**config.mk**
```make
export PLATFORM = sky130hd
export DESIGN_NAME = pwm_channel_core
export DESIGN_NICKNAME = d
export VERILOG_FILES = /design/src/pwm_core_pkg.sv /design/src/pwm_chan_if.sv /design/src/pwm_channel_unit.sv /design/src/pwm_channel_core.sv
export VERILOG_INCLUDE_DIRS = /design/src
export SDC_FILE = /design/constraint.sdc
export NUM_CORES = 1
export LEC_CHECK = 0
export BUFFER_PORTS_ARGS = -buffer_cell sky130_fd_sc_hd__clkbuf_2
export CORE_AREA = 3 3 212 214
export CTS_CLUSTER_DIAMETER = 80
export DETAILED_ROUTE_END_ITERATION = 10
export DIE_AREA = 0 0 215 217
export GPL_TIMING_DRIVEN = 0
export HOLD_SLACK_MARGIN = 0.12
export REMOVE_ABC_BUFFERS = 1
export SYNTH_ARGS = -nofsm -noshare
export SYNTH_HDL_FRONTEND = slang
export SYNTH_SLANG_ARGS = --single-unit
```
**constraint.sdc**
```tcl
create_clock -name sys_clk_in -period 4.4 [get_ports sys_clk_in]
set_clock_uncertainty 0.1 [all_clocks]
set_input_delay 0.44 -clock sys_clk_in [delete_from_list [all_inputs] [get_ports sys_clk_in]]
set_output_delay 0.44 -clock sys_clk_in [all_outputs]
set_load 0.005 [all_outputs]
```
**src/pwm_core_params.svh**
```systemverilog
// register offsets, field positions and reset values of the pwm core
`ifndef PWM_CORE_PARAMS_SVH
`define PWM_CORE_PARAMS_SVH
`define A_POLCLK 8'h41
`define A_ENABLE 8'h42
`define A_SCALE0 8'h44
`define A_SCNT0 8'h45
`define A_SCALE1 8'h46
`define A_SCNT1 8'h47
`define A_CNT_GRP 6'h12
`define A_PER_GRP 6'h13
`define A_DTY_GRP 6'h14
`define A_CTL 8'h54
`define A_TST 8'h55
`define A_PDATA 8'h56
`define A_PDIR 8'h57
`define CTL_WAIT 4
`define CTL_CENTER 3
`define CTL_RDRV 2
`define CTL_PUP 1
`define CTL_BGSTOP 0
`define TST_CRDIS 2
`define TST_PCDIS 1
`define TST_SLDIS 0
`define TST_RST 3'h0
`define REG_RST 8'h00
`define PIN_OFF 8'hFF
`define CNT_ZERO 8'h00
`define CNT_ONE 8'h01
`define DUTY_FULL 8'hFF
`endif

```
**src/pwm_core_pkg.sv**
```systemverilog
// shared types of the pwm core
package pwm_core_pkg;
    typedef logic [7:0] byte_t;
    typedef enum logic [1:0] {
        DIR_UP = 2'b01,
        DIR_DOWN = 2'b10
    } dir_t;
endpackage

```
**src/pwm_chan_if.sv**
```systemverilog
// link between the register side and one channel counter
`timescale 1ns/10ps
`default_nettype none
interface pwm_chan_if;
    logic tick;
    logic en;
    logic center;
    logic pol;
    logic period_hold;
    logic cnt_clear;
    logic cnt_wr;
    pwm_core_pkg::byte_t per;
    pwm_core_pkg::byte_t dty;
    pwm_core_pkg::byte_t cnt;
    logic out;
    modport core (output tick, en, center, pol, period_hold, cnt_clear, cnt_wr, per, dty,
        input cnt, out);
    modport chan (input tick, en, center, pol, period_hold, cnt_clear, cnt_wr, per, dty,
        output cnt, out);
endinterface
`default_nettype wire

```
**src/pwm_channel_unit.sv**
```systemverilog
// one 8-bit pwm channel: counter, working compare values and output level
`timescale 1ns/10ps
`default_nettype none
`include "pwm_core_params.svh"
module pwm_channel_unit (
    // clock and reset
    input wire logic sys_clk_in,
    input wire logic rst_n_in,
    // link to the register side
    pwm_chan_if.chan ch
);
    import pwm_core_pkg::*;
    byte_t cnt_q;
    byte_t per_q;
    byte_t dty_q;
    dir_t dir_q;
    logic out_q;
    logic lvl;
    logic at_per;
    logic roll;
    logic step;

    assign step = ch.tick && ch.en;
    assign at_per = (cnt_q == per_q);
    // end of a period: left at period match, center on the way back through zero
    assign roll = step && (ch.center ? (dir_q == DIR_DOWN && cnt_q == `CNT_ZERO)
        : (at_per && !ch.period_hold));
    assign ch.cnt = cnt_q;
    assign ch.out = out_q;

    // counter: only advances on the selected clock while enabled
    always_ff @(posedge sys_clk_in) begin
        if (!rst_n_in) begin
            cnt_q <= `CNT_ZERO;
            dir_q <= DIR_UP;
        end else if (ch.cnt_clear) begin
            cnt_q <= `CNT_ZERO;
            dir_q <= DIR_UP;
        end else if (step) begin
            // left mode always counts up, whatever direction a center run left behind
            case (ch.center ? dir_q : DIR_UP)
                DIR_UP: begin
                    if (ch.center && at_per) begin
                        dir_q <= DIR_DOWN;
                        cnt_q <= (cnt_q == `CNT_ZERO) ? `CNT_ZERO : cnt_q - `CNT_ONE;
                    end else if (!ch.center && at_per && !ch.period_hold) begin
                        cnt_q <= `CNT_ZERO;
                    end else begin
                        cnt_q <= cnt_q + `CNT_ONE;
                    end
                end
                DIR_DOWN: begin
                    if (cnt_q == `CNT_ZERO) begin
                        dir_q <= DIR_UP;
                        cnt_q <= (per_q == `CNT_ZERO) ? `CNT_ZERO : `CNT_ONE;
                    end else begin
                        cnt_q <= cnt_q - `CNT_ONE;
                    end
                end
                default: dir_q <= DIR_UP;
            endcase
        end
    end

    // working values follow the written ones only at safe moments
    always_ff @(posedge sys_clk_in) begin
        if (!rst_n_in) begin
            per_q <= `REG_RST;
            dty_q <= `REG_RST;
        end else if (!ch.en || ch.cnt_wr || roll) begin
            per_q <= ch.per;
            dty_q <= ch.dty;
        end
    end

    // level form of the duty toggle; boundary cases take priority
    always_comb begin
        if (per_q == `CNT_ZERO) begin
            lvl = ch.pol;
        end else if (dty_q == `DUTY_FULL) begin
            lvl = !ch.pol;
        end else if (dty_q >= per_q) begin
            lvl = ch.pol;
        end else if (ch.center) begin
            // the duty value itself counts once, on the way down, for twice duty
            lvl = (cnt_q < dty_q || (dir_q == DIR_DOWN && cnt_q == dty_q
                && dty_q != `CNT_ZERO)) ? ch.pol : !ch.pol;
        end else begin
            lvl = (cnt_q <= dty_q) ? ch.pol : !ch.pol;
        end
    end

    always_ff @(posedge sys_clk_in) begin
        if (!rst_n_in) begin
            out_q <= 1'b0;
        end else begin
            out_q <= lvl;
        end
    end
endmodule
`default_nettype wire

```
**src/pwm_channel_core.sv**
```systemverilog
// four-channel 8-bit pwm core with register port and shared general-purpose port
`timescale 1ns/10ps
`default_nettype none
`include "pwm_core_params.svh"
module pwm_channel_core (
    // clock and reset
    input wire logic sys_clk_in,
    input wire logic rst_n_in,
    // register port
    input wire logic [7:0] reg_addr_in,
    input wire pwm_core_pkg::byte_t reg_wdata_in,
    input wire logic reg_wr_in,
    input wire logic reg_rd_in,
    output pwm_core_pkg::byte_t reg_rdata_out,
    // part modes and prescaled clock pulses
    input wire logic normal_mode_flag_in,
    input wire logic wait_mode_in,
    input wire logic background_mode_in,
    input wire logic clk_a_tick_in,
    input wire logic clk_b_tick_in,
    // shared general-purpose port
    input wire logic [7:0] port_pin_in,
    output logic [7:0] port_pin_out,
    output logic [7:0] port_pin_oe_n_out,
    output logic port_pullup_enable_out,
    output logic port_reduced_drive_out
);
    import pwm_core_pkg::*;
    localparam int CH_NUM = 4;

    byte_t scale_q [2];
    byte_t scnt_q [2];
    logic [1:0] half_q;
    logic [1:0] src_tick;
    logic [1:0] scaled_tick;
    byte_t per_q [CH_NUM];
    byte_t dty_q [CH_NUM];
    byte_t polclk_q;
    logic [CH_NUM-1:0] en_q;
    byte_t ctl_q;
    logic [2:0] tst_q;
    byte_t pdata_q;
    byte_t pdir_q;
    byte_t rdata_q;
    byte_t rd_mux;
    byte_t pin_s1_q;
    byte_t pin_s2_q;
    byte_t pin_s3_q;
    byte_t pin_lvl_q;
    byte_t pin_out_q;
    byte_t pin_oe_n_q;
    byte_t pwm_lvl;
    byte_t pwm_own;
    byte_t chan_cnt [CH_NUM];
    logic [CH_NUM-1:0] cnt_wr;
    logic run;
    logic special;
    logic [1:0] ch_idx;
    logic grp_cnt;
    logic grp_per;
    logic grp_dty;

    assign special = !normal_mode_flag_in;
    assign ch_idx = reg_addr_in[1:0];
    assign grp_cnt = (reg_addr_in[7:2] == `A_CNT_GRP);
    assign grp_per = (reg_addr_in[7:2] == `A_PER_GRP);
    assign grp_dty = (reg_addr_in[7:2] == `A_DTY_GRP);

    // clock generation stops in wait or background mode only when asked to
    assign run = !(ctl_q[`CTL_WAIT] && wait_mode_in)
        && !(ctl_q[`CTL_BGSTOP] && background_mode_in);
    assign src_tick[0] = clk_a_tick_in && run;
    assign src_tick[1] = clk_b_tick_in && run;

    // scaled clock edge every second reload: value plus one, then by two
    assign scaled_tick[0] = src_tick[0] && (scnt_q[0] == `CNT_ZERO) && half_q[0];
    assign scaled_tick[1] = src_tick[1] && (scnt_q[1] == `CNT_ZERO) && half_q[1];

    // scale values
    always_ff @(posedge sys_clk_in) begin
        if (!rst_n_in) begin
            scale_q[0] <= `REG_RST;
            scale_q[1] <= `REG_RST;
        end else if (reg_wr_in && reg_addr_in == `A_SCALE0) begin
            scale_q[0] <= reg_wdata_in;
        end else if (reg_wr_in && reg_addr_in == `A_SCALE1) begin
            scale_q[1] <= reg_wdata_in;
        end
    end

    // scale down-counters; a write loads at once unless load is disabled
    always_ff @(posedge sys_clk_in) begin
        if (!rst_n_in) begin
            scnt_q[0] <= `CNT_ZERO;
            scnt_q[1] <= `CNT_ZERO;
            half_q <= 2'h0;
        end else begin
            for (int k = 0; k < 2; k++) begin
                if (reg_wr_in && reg_addr_in == (k == 0 ? `A_SCALE0 : `A_SCALE1)
                    && !(special && tst_q[`TST_SLDIS])) begin
                    scnt_q[k] <= reg_wdata_in;
                end else if (src_tick[k]) begin
                    if (scnt_q[k] == `CNT_ZERO) begin
                        scnt_q[k] <= scale_q[k];
                        half_q[k] <= !half_q[k];
                    end else begin
                        scnt_q[k] <= scnt_q[k] - `CNT_ONE;
                    end
                end
            end
        end
    end

    // written period and duty values; reads return these, not working copies
    always_ff @(posedge sys_clk_in) begin
        if (!rst_n_in) begin
            for (int i = 0; i < CH_NUM; i++) begin
                per_q[i] <= `REG_RST;
                dty_q[i] <= `REG_RST;
            end
        end else if (reg_wr_in && grp_per) begin
            per_q[ch_idx] <= reg_wdata_in;
        end else if (reg_wr_in && grp_dty) begin
            dty_q[ch_idx] <= reg_wdata_in;
        end
    end

    // clock select and polarity, channel enables, general control
    always_ff @(posedge sys_clk_in) begin
        if (!rst_n_in) begin
            polclk_q <= `REG_RST;
            en_q <= 4'h0;
            ctl_q <= `REG_RST;
        end else if (reg_wr_in) begin
            case (reg_addr_in)
                `A_POLCLK: polclk_q <= reg_wdata_in;
                `A_ENABLE: en_q <= reg_wdata_in[3:0];
                `A_CTL: ctl_q <= {3'h0, reg_wdata_in[4:0]};
                default: polclk_q <= polclk_q;
            endcase
        end
    end

    // test disables: special mode only, forced clear in normal mode
    always_ff @(posedge sys_clk_in) begin
        if (!rst_n_in) begin
            tst_q <= `TST_RST;
        end else if (!special) begin
            tst_q <= `TST_RST;
        end else if (reg_wr_in && reg_addr_in == `A_TST) begin
            tst_q <= reg_wdata_in[2:0];
        end
    end

    // counter write strobes per channel
    always_comb begin
        for (int i = 0; i < CH_NUM; i++) begin
            cnt_wr[i] = reg_wr_in && grp_cnt && (ch_idx == i[1:0]);
        end
    end

    // channels; a counter write is expected only while the channel is off
    pwm_chan_if chan_bus [CH_NUM] ();
    generate
        for (genvar i = 0; i < CH_NUM; i++) begin : g_ch
            if (i < 2) begin : g_a
                assign chan_bus[i].tick = polclk_q[4 + i] ? scaled_tick[0] : src_tick[0];
            end else begin : g_b
                assign chan_bus[i].tick = polclk_q[4 + i] ? scaled_tick[1] : src_tick[1];
            end
            assign chan_bus[i].en = en_q[i];
            assign chan_bus[i].center = ctl_q[`CTL_CENTER];
            assign chan_bus[i].pol = polclk_q[i];
            assign chan_bus[i].period_hold = special && tst_q[`TST_PCDIS];
            assign chan_bus[i].cnt_wr = cnt_wr[i];
            assign chan_bus[i].cnt_clear = cnt_wr[i] && !(special && tst_q[`TST_CRDIS]);
            assign chan_bus[i].per = per_q[i];
            assign chan_bus[i].dty = dty_q[i];
            assign chan_cnt[i] = chan_bus[i].cnt;
            assign pwm_lvl[i] = chan_bus[i].out;
            assign pwm_own[i] = en_q[i];
            pwm_channel_unit u_ch (
                .sys_clk_in(sys_clk_in),
                .rst_n_in(rst_n_in),
                .ch(chan_bus[i])
            );
        end
    endgenerate
    assign pwm_lvl[7:4] = 4'h0;
    assign pwm_own[7:4] = 4'h0;

    // port data latch and direction
    always_ff @(posedge sys_clk_in) begin
        if (!rst_n_in) begin
            pdata_q <= `REG_RST;
            pdir_q <= `REG_RST;
        end else if (reg_wr_in && reg_addr_in == `A_PDATA) begin
            pdata_q <= reg_wdata_in;
        end else if (reg_wr_in && reg_addr_in == `A_PDIR) begin
            pdir_q <= reg_wdata_in;
        end
    end

    // pin inputs: three stages, a change counts once stages two and three agree
    always_ff @(posedge sys_clk_in) begin
        if (!rst_n_in) begin
            pin_s1_q <= `REG_RST;
            pin_s2_q <= `REG_RST;
            pin_s3_q <= `REG_RST;
            pin_lvl_q <= `REG_RST;
        end else begin
            pin_s1_q <= port_pin_in;
            pin_s2_q <= pin_s1_q;
            pin_s3_q <= pin_s2_q;
            for (int b = 0; b < 8; b++) begin
                if (pin_s2_q[b] == pin_s3_q[b]) begin
                    pin_lvl_q[b] <= pin_s3_q[b];
                end
            end
        end
    end

    // pin drive: enabled channels win over the latch and force output
    always_ff @(posedge sys_clk_in) begin
        if (!rst_n_in) begin
            pin_out_q <= `REG_RST;
            pin_oe_n_q <= `PIN_OFF;
        end else begin
            pin_out_q <= (pwm_own & pwm_lvl) | (~pwm_own & pdata_q);
            pin_oe_n_q <= ~(pwm_own | pdir_q);
        end
    end
    assign port_pin_out = pin_out_q;
    assign port_pin_oe_n_out = pin_oe_n_q;
    assign port_pullup_enable_out = ctl_q[`CTL_PUP];
    assign port_reduced_drive_out = ctl_q[`CTL_RDRV];

    // read decode; reads have no side effects anywhere
    always_comb begin
        rd_mux = `REG_RST;
        if (grp_cnt) begin
            rd_mux = chan_cnt[ch_idx];
        end else if (grp_per) begin
            rd_mux = per_q[ch_idx];
        end else if (grp_dty) begin
            rd_mux = dty_q[ch_idx];
        end else begin
            case (reg_addr_in)
                `A_POLCLK: rd_mux = polclk_q;
                `A_ENABLE: rd_mux = {4'h0, en_q};
                `A_SCALE0: rd_mux = scale_q[0];
                `A_SCNT0: rd_mux = scnt_q[0];
                `A_SCALE1: rd_mux = scale_q[1];
                `A_SCNT1: rd_mux = scnt_q[1];
                `A_CTL: rd_mux = ctl_q;
                `A_TST: rd_mux = {5'h00, tst_q};
                `A_PDATA: rd_mux = (pdir_q & pdata_q) | (~pdir_q & pin_lvl_q);
                `A_PDIR: rd_mux = pdir_q;
                default: rd_mux = `REG_RST;
            endcase
        end
    end

    // read data stand only in the cycle after the strobe
    always_ff @(posedge sys_clk_in) begin
        if (!rst_n_in) begin
            rdata_q <= `REG_RST;
        end else begin
            rdata_q <= reg_rd_in ? rd_mux : `REG_RST;
        end
    end
    assign reg_rdata_out = rdata_q;
endmodule
`default_nettype wire

```
==> results of run 1 <==
[synth_stat cells (19+ instances only)]
master and count:
o21ai_0 94, and3_1 59, edfxtp_1 96, buf_2 22
a21oi_1 66, a21boi_0 30, ha_1 83, nand2_1 265
dfxtp_1 202, inv_1 102, xor2_1 41, and2_1 63
nor3_1 28, mux2i_1 90, nand3_1 67, nor2b_1 41
nor2_1 94, mux4_2 24, clkbuf_1 95, o211ai_1 19
[worst min path at each step]
stage / start / endpoint / slack (ns) / cells after the start
finish: normal_mode_flag_in / tst_q[1] / 0.22 / 4
global route: normal_mode_flag_in / tst_q[1] / 0.22 / 4
CTS: normal_mode_flag_in / tst_q[1] / 0.17 / 4
detailed placement: pin_s1_q[2] / pin_s2_q[2] / 0.32 / 1
global placement: pin_s1_q[1] / pin_s2_q[1] / 0.32 / 1
floorplan: pdir_q[7] / port_pin_oe_n_out[7] / 0.28 / 1
[flip-flops by register name, summed over array words and instances, names as in the netlist, 16 cells and up]
register,flops
g_ch.u_ch.per_q,32
per_q,32
scale_q,16
g_ch.u_ch.ch.cnt,32
g_ch.u_ch.dty_q,32
dty_q,32
scnt_q,16
[tightest hold or removal path, stage by stage]
cell      delay [ns]
clkbuf_2        0.12
inv_1           0.09
nand2_1         0.11
a21oi_1         0.05
[layout by cell type, fill, tap and decap left out, types with 7 or more instances in the layout]
cell	instances
o21ai_0	94
edfxtp_1	96
a211o_1	12
a21o_1	17
and2_1	63
o21a_1	9
or4_1	17
ha_1	83
nor3_1	28
clkbuf_16	39
a211oi_1	15
clkbuf_2	56
o31ai_1	8
o2bb2ai_1	8
nand4_1	15
xor2_1	41
nand2_1	265
inv_1	102
and3_1	59
nor2b_1	41
and4_1	7
xnor2_1	13
o22ai_1	8
nor3b_1	7
mux2i_1	90
mux4_2	24
nor2_1	91
a31oi_1	15
a21boi_0	30
dlygate4sd3_1	8
a21oi_1	66
a22oi_1	16
dfxtp_1	202
nor4_1	14
nand3_1	67
a32oi_1	7
nand2b_1	13
o211ai_1	19
nand3b_1	7
[cells by family after synthesis]
kind of cell	after synthesis	share of synthesized area, %
buf+inv	229	5.40
simple gates	742	22.2
flops	298	40.1
xor+xnor	54	2.74
compound gates	380	14.8
mux	120	8.74
fa+ha+maj	83	6.01
[final cells by class]
type	instances	area [um^2]
clock buffer	48	1050
clock inverter	15	186
fill	4139	23900
inverter	102	383
multi-input combinational	1379	9420
sequential	298	6930
tap	585	732
timing repair buffer	69	434
[metal layers]
layer  vias up  wire (um)  part of all wire [%]
li1       6783          -                     -
met1      6961      22800                    43
met2       517      24200                    46
met3       112       3140                   6.0
met4         0       2270                   4.3
met5         -          0                     0
[per-stage QoR]
step | instances | hold WS, ns | instance area [um^2]
floorplan | 1779 | 0.281 | 16700
global placement | 2422 | 0.319 | 17700
detailed placement | 2423 | 0.317 | 17800
CTS | 2494 | 0.172 | 19100
global route | 2496 | 0.219 | 19100
finish | 2496 | 0.221 | 19100
[power groups by stage]
| stage | registers (W) | clock network (W) | logic [W] |
|---|---|---|---|
| finish | 0.00306 | 0.00309 | 0.000579 |
| global route | 0.00307 | 0.00324 | 0.000642 |
| CTS | 0.00306 | 0.00315 | 0.000572 |
| detailed placement | 0.00312 | 0 | 0.000562 |
| global placement | 0.00312 | 0 | 0.000558 |
| floorplan | 0.00306 | 0 | 0.000361 |
[timing repair]
action,4_1_cts,5_1_grt
setup endpoints to repair,0,0
hold buffers,8,0
endpoints found under the hold margin,8,0
==> results.yml, run 1 <==
sta:
  hold_viol: 0
  min_period_ns: 3.86
  maxSlewViolCount: 0
  finalCritPeriodShare_pct: 87.8
  setup_viol: 0
  relSlewSlack_pct: 7.38
  clock.fmax_ghz: 0.259
  setup_tns_ns: 0
  finalWorstSetupSlack_ns: 0.539
  rsz0062_at_grt: "false"
  tightestPinTransition_ns: 1.39
logic_synthesis:
  synth_top_area_cell: "dfxtp_1"
  yosysWarningCount: 0
  dominantRegCellSynth: "dfxtp_1"
  synth_seq_cells: 298
  synth_edf_count: 96
  syn-mean-instance-area_um2: 9.06
  postSynth.asyncResetShare_pct: 0
  yosysSeqAreaShare_pct: 40.1
  ys_types: 85
  synthCells: 1906
  synth_area_leaders: "dfxtp_1 (23%), edfxtp_1 (17%), ha_1 (6.0%)"
  synth_top_area_share_pct: 23.4
  synth_area_um2: 17300
detailed_routing:
  vias_per_cell: 5.76
  drt_iter0_markers: 1354
  vias: 14400
  wl_mm: 52.4
  wl_per_cell_um: 21.0
  post-route-drc-count: 0
  ant_nets: 0
  dr.pass1.iters: 5
pwr:
  intPower_w: 0.00508
  vdd_drop_max_v: 0.000362
  power_frac_comb_pct: 8.6
  switchingPower_w: 0.00165
  leakage_nw: 7.50
  pwr_density_cell_nw_per_um2: 352
  p_seq_share_pct: 45.5
  p_clk_share_pct: 45.9
  report.power.total_w: 0.00673
  netSwitchingFraction_pct: 24.5
floorplan:
  fp.dieW_um: 215
  start_util_pct: 40.1
  rows: 76
  die_area_um2: 46700
  boundaryPins: 59
  die_y_um: 217
  coreArea_um2: 43100
setup_path:
  ff2ff_setup_slack_ns: 0.54
  crit_type: "reg2reg"
  critical-path-max-stage-delay_ns: 1.22
  ff2ff_path_depth: 7
  endpoint: "g_ch[0].u_ch.ch.cnt[7]"
  path_delay_family: "simple AND/OR/NAND/NOR gates"
  start_kind: "register"
  cp.depth: 7
  reg2reg_to: "g_ch[0].u_ch.ch.cnt[7]"
  critPathArrivalTime_ns: 4.23
  critPathBufInv: 0
  path_cells: "nand2_1, ha_1, nand4b_1, nor2_1, a41oi_1, or3_1, a21oi_1"
  path_max_fanout: 27
  cp-startpoint: "ctl_q[3]"
  required_ns: 4.77
  cp_slowest_cell: "dfxtp_1"
  critPathCaptureType: "register"
  r2r_start: "ctl_q[3]"
cells_and_area:
  syn_to_final_growth_pct: 10.8
  final_nets: 2001
  diodes: 0
  drive_gt1_share_pct: 9.73
  fin_util_pct: 44.4
clocking:
  htree_num_levels: 2
  post_cts_resized: 0
  tritoncts: "done"
  numCtsBuffers: 35
  post_cts_buffers: 0
  clock_path_buffers: 3
  cts.root.buffer_cell: "clkbuf_16"
  cts_sinks: 298
  clk_pin_slew_worst_paths_ns: 0.06
  clkLatencyLatePin_ns: 0.54
global_route:
  use_met1_pct: 29.4
  grt_use_met2_pct: 36.2
  grt_pass1_vias: 13800
  grt_pass1_wl_mm: 80.3
  grt_max_degree: 125
  gr-usage-all-layers_pct: 21.9
  grt_busiest_layer: "met2"
  antenna_found_initial: 0
  overflow: 0
  grt_use_met3_pct: 2.26
place:
  dp_hpwl_mm: 37.7
  place_ws_ns: 0.0285
  gp_congestion: 0.910
  place.port_buffers: 58
job:
  max_cap_violations: 0
min_path:
  hold_class: "in2reg"
run_status:
  outcome: "finished, final reports clean"
(Power assumes the default switching activity.)
==> run 2, diff against run 1 <==
Clock period 4.4 ns to 4.1 ns, I/O delays scaled along.
==> run 2 against run 1 <==
Utilization about the same. Sequential share of layout area barely moved. Clock power grew 7.4%. Critical path depth is 2 lower. First-iteration DRC count did not move. Setup slack lost 0.29 ns. Global-route usage is the same. Non-clock buffer count did not move. Largest power group unchanged. Via count hardly changed. Flip-flop and latch count stayed put. Cell area hardly changed. Count of clock-buffer cells in the layout unchanged.
==> results.yml, run 2 (synthesized netlist as in run 1, its figures left out) <==
cells_and_area:
  diodes: 0
  mostFrequentLayoutCell: "nand2_1"
  syn_to_final_growth_pct: 10.8
  drive_gt1_share_pct: 9.79
  final_nets: 2001
  layout_common_cells: "nand2_1 (265), dfxtp_1 (202), inv_1 (102)"
sta:
  finalCritPeriodShare_pct: 93.9
  relSlewSlack_pct: 7.87
  rsz0062_at_grt: "false"
  hold_viol: 0
  maxSlewViolCount: 0
  tightestPinTransition_ns: 1.38
  finalWorstSetupSlack_ns: 0.250
  min_period_ns: 3.85
  clock.fmax_ghz: 0.260
  setup_viol: 0
setup_path:
  ff2ff_path_depth: 5
  path_max_fanout: 27
  critical-path-max-stage-delay_ns: 1.23
  cp_slowest_cell: "dfxtp_1"
  critPathArrivalTime_ns: 4.21
  path_cells: "a21oi_1, and3_1, a31o_2, a21oi_2, mux2i_1"
  reg2reg_to: "g_ch[0].u_ch.dty_q[0]"
  required_ns: 4.46
  start_kind: "register"
  ff2ff_setup_slack_ns: 0.25
  critPathCaptureType: "register"
  r2r_start: "ctl_q[3]"
  crit_type: "reg2reg"
place:
  gp_congestion: 0.910
  dp_hpwl_mm: 37.7
  place_ws_ns: -0.242
  place.port_buffers: 58
run_status:
  outcome: "finished, final reports clean"
global_route:
  overflow: 0
  antenna_found_initial: 0
  gr-usage-all-layers_pct: 21.9
  grt_use_met3_pct: 2.26
  grt_pass1_wl_mm: 80.3
  grt_max_degree: 125
  grt_use_met2_pct: 36.2
  grt_busiest_layer: "met2"
  grt_pass1_vias: 13800
  use_met1_pct: 29.4
clocking:
  numCtsBuffers: 35
  tritoncts: "done"
  clk_pin_slew_worst_paths_ns: 0.06
  htree_num_levels: 2
  clkLatencyLatePin_ns: 0.54
  cts_sinks: 298
  cts.root.buffer_cell: "clkbuf_16"
  clock_path_buffers: 3
pwr:
  vdd_drop_max_v: 0.000389
  pwr_density_cell_nw_per_um2: 377
  report.power.total_w: 0.00722
  leakage_nw: 7.50
detailed_routing:
  ant_nets: 0
  post-route-drc-count: 0
  drt_iter0_markers: 1354
  vias: 14400
  vias_per_cell: 5.76
  dr.pass1.iters: 5
  wl_mm: 52.4
  wl_per_cell_um: 21.0
floorplan:
  die_y_um: 217
  boundaryPins: 59
  die_area_um2: 46700
  coreArea_um2: 43100
  start_util_pct: 40.1
  rows: 76
  fp.dieW_um: 215
min_path:
  hold_class: "in2reg"
  hold_end: "tst_q[1]"
  hp-start: "normal_mode_flag_in"
  hold_depth: 4
job:
  max_cap_violations: 0
## run 2: cell count changes in the layout (fill, tap and decap cells not counted)
| cell | previous run | this run |
|---|---|---|
| nor2_1 | 91 | 90 |
| nor2_2 | 3 | 4 |
## run 2: power by group
part | total (W) | switching, W | internal, W
Combinational | 0.000622 | 0.000375 | 0.000246
Sequential | 0.00328 | 0.000129 | 0.00316
Clock | 0.00332 | 0.00127 | 0.00205
Total | 0.00722 | 0.00177 | 0.00545
## run 2: layout make-up
| class | count | area, um^2 |
|---|---|---|
| Sequential cell | 298 | 6930 |
| Clock inverter | 15 | 186 |
| Timing Repair Buffer | 69 | 434 |
| Tap cell | 585 | 732 |
| Inverter | 102 | 383 |
| Multi-Input combinational cell | 1379 | 9420 |
| Clock buffer | 48 | 1050 |
| Fill cell | 4138 | 23900 |
## run 2: worst max-delay path by stage
stage                        start                      to  slack (ns)
finish                    ctl_q[3]   g_ch[0].u_ch.dty_q[0]        0.25
global route              ctl_q[3]   g_ch[0].u_ch.per_q[6]        0.21
CTS                       ctl_q[3]  g_ch[0].u_ch.ch.cnt[7]        0.24
detailed placement  reg_addr_in[1]           scale_q[0][3]       -0.24
global placement          rst_n_in             dty_q[0][6]       -2.47
floorplan           reg_addr_in[5]             per_q[0][0]        1.17
## run 2: critical path, delay by kind of cell (launching register included)
family / cells / cell delay [ns]
DFF: 1 / 1.23
and+or+nand+nor: 1 / 0.45
AOI/OAI and AO/OA: 3 / 1.70
muxes: 1 / 0.27
## run 2: stage by stage
step	area, um^2	hold slack [ns]	cells	utilization [%]	TNS, ns
after CTS	19100	0.142	2494	44.3	0
after global routing	19100	0.189	2496	44.4	0
after global placement	17700	0.319	2422	41.2	-404.65
final	19100	0.191	2496	44.4	0
after floorplan	16700	0.281	1779	-	0
after detailed placement	17800	0.317	2423	41.3	-6.38
## run 2: routing by layer
metal	part of all wire, %	routed length, um	vias up
li1	-	-	6785
met1	44	22800	6965
met2	46	24100	519
met3	5.9	3110	117
met4	4.5	2370	0
met5	0	0	-
## run 2: what timing repair did
item / in CTS / in global routing
endpoints found under the setup margin: 0 / 1
hold buffers: 8 / 0
endpoints found under the hold margin: 8 / 0
setup buffers: 0 / 0
gates resized for setup: 0 / 1
==> run 3, diff against run 2 <==
Settings changed: CTS_BUF_LIST set to sky130_fd_sc_hd__clkbuf_4.
==> run 3 against run 2 <==
Maximum frequency grew 1.7%. Combinational power grew 2%. Hold slack gained 0.037 ns. Sequential share of layout area is essentially flat. Count of clock-buffer cells in the layout grew 83. Register-to-register slack gained 0.07 ns. Non-clock buffer count grew 16. Critical endpoint unchanged. Highest routed layer unchanged.
==> results.yml, run 3 (synthesized netlist as in run 1, its figures left out) <==
setup_path:
  critPathArrivalTime_ns: 4.34
  path_cells: "a21oi_1, and3_1, a31o_2, a21oi_2, mux2i_1"
  start_kind: "register"
  path_max_fanout: 27
  path_delay_family: "compound AO/OA/AOI/OAI gates"
  crit_type: "reg2reg"
  cp.depth: 5
  critical-path-max-stage-delay_ns: 1.19
  critPathCaptureType: "register"
  critPathBufInv: 0
  cp_slowest_cell: "dfxtp_1"
  required_ns: 4.66
  ff2ff_path_depth: 5
global_route:
  grt_max_degree: 125
  grt_use_met3_pct: 3.36
  gr-usage-all-layers_pct: 22.3
  grt_pass1_wl_mm: 81.7
  antenna_found_initial: 1
  grt_pass1_vias: 14400
  overflow: 0
  grt_busiest_layer: "met2"
  use_met1_pct: 29.2
  grt_use_met2_pct: 36.3
sta:
  finalCritPeriodShare_pct: 92.3
  rsz0062_at_grt: "false"
  setup_viol: 0
  tightestPinTransition_ns: 1.40
  min_period_ns: 3.78
  relSlewSlack_pct: 6.66
  hold_viol: 0
  holdWs_ns: 0.228
  maxSlewViolCount: 0
  clock.fmax_ghz: 0.264
floorplan:
  start_util_pct: 40.1
  fp.dieW_um: 215
  die_area_um2: 46700
  rows: 76
  coreArea_um2: 43100
  die_y_um: 217
  boundaryPins: 59
min_path:
  hold_class: "in2reg"
  hold_depth: 5
detailed_routing:
  wl_per_cell_um: 20.4
  vias: 14800
  drt_iter0_markers: 1361
  wl_mm: 53.2
  dr.pass1.iters: 6
  vias_per_cell: 5.67
  ant_nets: 0
  post-route-drc-count: 0
cells_and_area:
  drive_gt1_share_pct: 13.3
  final_nets: 2067
  layout_common_cells: "nand2_1 (265), dfxtp_1 (202), clkbuf_4 (132)"
  fillers: 4236
  mostFrequentLayoutCell: "nand2_1"
  regArea_um2: 6930
  fin_area_um2: 19100
  multi_input_comb_area_um2: 9420
  syn_to_final_growth_pct: 10.9
pwr:
  pwr_density_cell_nw_per_um2: 349
  vdd_drop_max_v: 0.000241
  leakage_nw: 7.61
place:
  gp_congestion: 0.910
  place.port_buffers: 58
  place_area_um2: 17800
  dp_hpwl_mm: 37.7
clocking:
  clock_path_buffers: 3
  post_cts_buffers: 0
  cts_sinks: 298
  numCtsBuffers: 85
  clk_pin_slew_worst_paths_ns: 0.06
  cts.root.buffer_cell: "clkbuf_4"
  clkLatencyLatePin_ns: 0.80
  tritoncts: "done"
  htree_num_levels: 3
job:
  max_cap_violations: 0
run_status:
  outcome: "finished, final reports clean"
run 3: cell count changes in the layout (fill, tap and decap cells not counted), sizes merged:
| cell | delta |
|---|---|
| clkbuf | +83 |
| dlygate4sd3 | +16 |
| clkinv | +11 |
| bufinv | -4 |
| diode | +2 |
| clkinvlp | -1 |
| inv | +1 |
run 3: through the flow:
step           worst slack, ns  instances  power [W]  utilization [%]  setup TNS (ns)
2_1_floorplan             1.17       1779    0.00367                -               0
3_3_place_gp             -2.47       2422    0.00394             41.2         -404.65
3_5_place_dp            -0.242       2423    0.00395             41.3           -6.38
4_1_cts                  0.252       2600    0.00674             44.4               0
5_1_grt                  0.132       2603    0.00700             44.4               0
6_report                 0.315       2604    0.00668             44.5               0
run 3: worst paths after layout:
check / startpoint / end / slack (ns)
worst max-delay path: ctl_q[3] / g_ch[0].u_ch.dty_q[0] / 0.32
worst min-delay path: reg_addr_in[7] / reg_rdata_out[7] / 0.23
worst max register to register: ctl_q[3] / g_ch[0].u_ch.dty_q[0] / 0.32
worst min register to register: pin_s1_q[3] / pin_s2_q[3] / 0.33
run 3: repair_timing:
item / in CTS / in global routing
hold buffers: 24 / 0
endpoints found under the setup margin: 0 / 1
endpoints found under the hold margin: 42 / 0
resized for setup: 0 / 1
run 3: power breakdown:
part | total (W) | leakage, nW | internal (W) | switching [W]
combinational | 0.000634 | 4.38 | 0.000256 | 0.000379
clock | 0.00276 | 0.654 | 0.00146 | 0.00131
sequential | 0.00328 | 2.59 | 0.00315 | 0.000130
total | 0.00668 | 7.61 | 0.00487 | 0.00181
run 3: per-layer routing:
layer	vias to the layer above	share of wire [%]
met3	128	6.0
met2	547	46
met1	7085	44
li1	6992	-
met5	-	0
met4	0	4.5
run 3: worst reg2reg max path, stage by stage, from the launching register on:
cell,delay (ns)
dfxtp_1,1.19
a21oi_1,0.55
and3_1,0.45
a31o_2,0.27
a21oi_2,0.86
mux2i_1,0.27
run 3: cell type report:
class / count / area share [%]
Timing Repair Buffer: 85 / 3.10
Clock inverter: 22 / 0.523
Sequential cell: 298 / 36.2
Inverter: 102 / 2.00
Tap cell: 585 / 3.82
Antenna cell: 2 / 0.0261
Clock buffer: 131 / 5.14
Multi-Input combinational cell: 1379 / 49.2
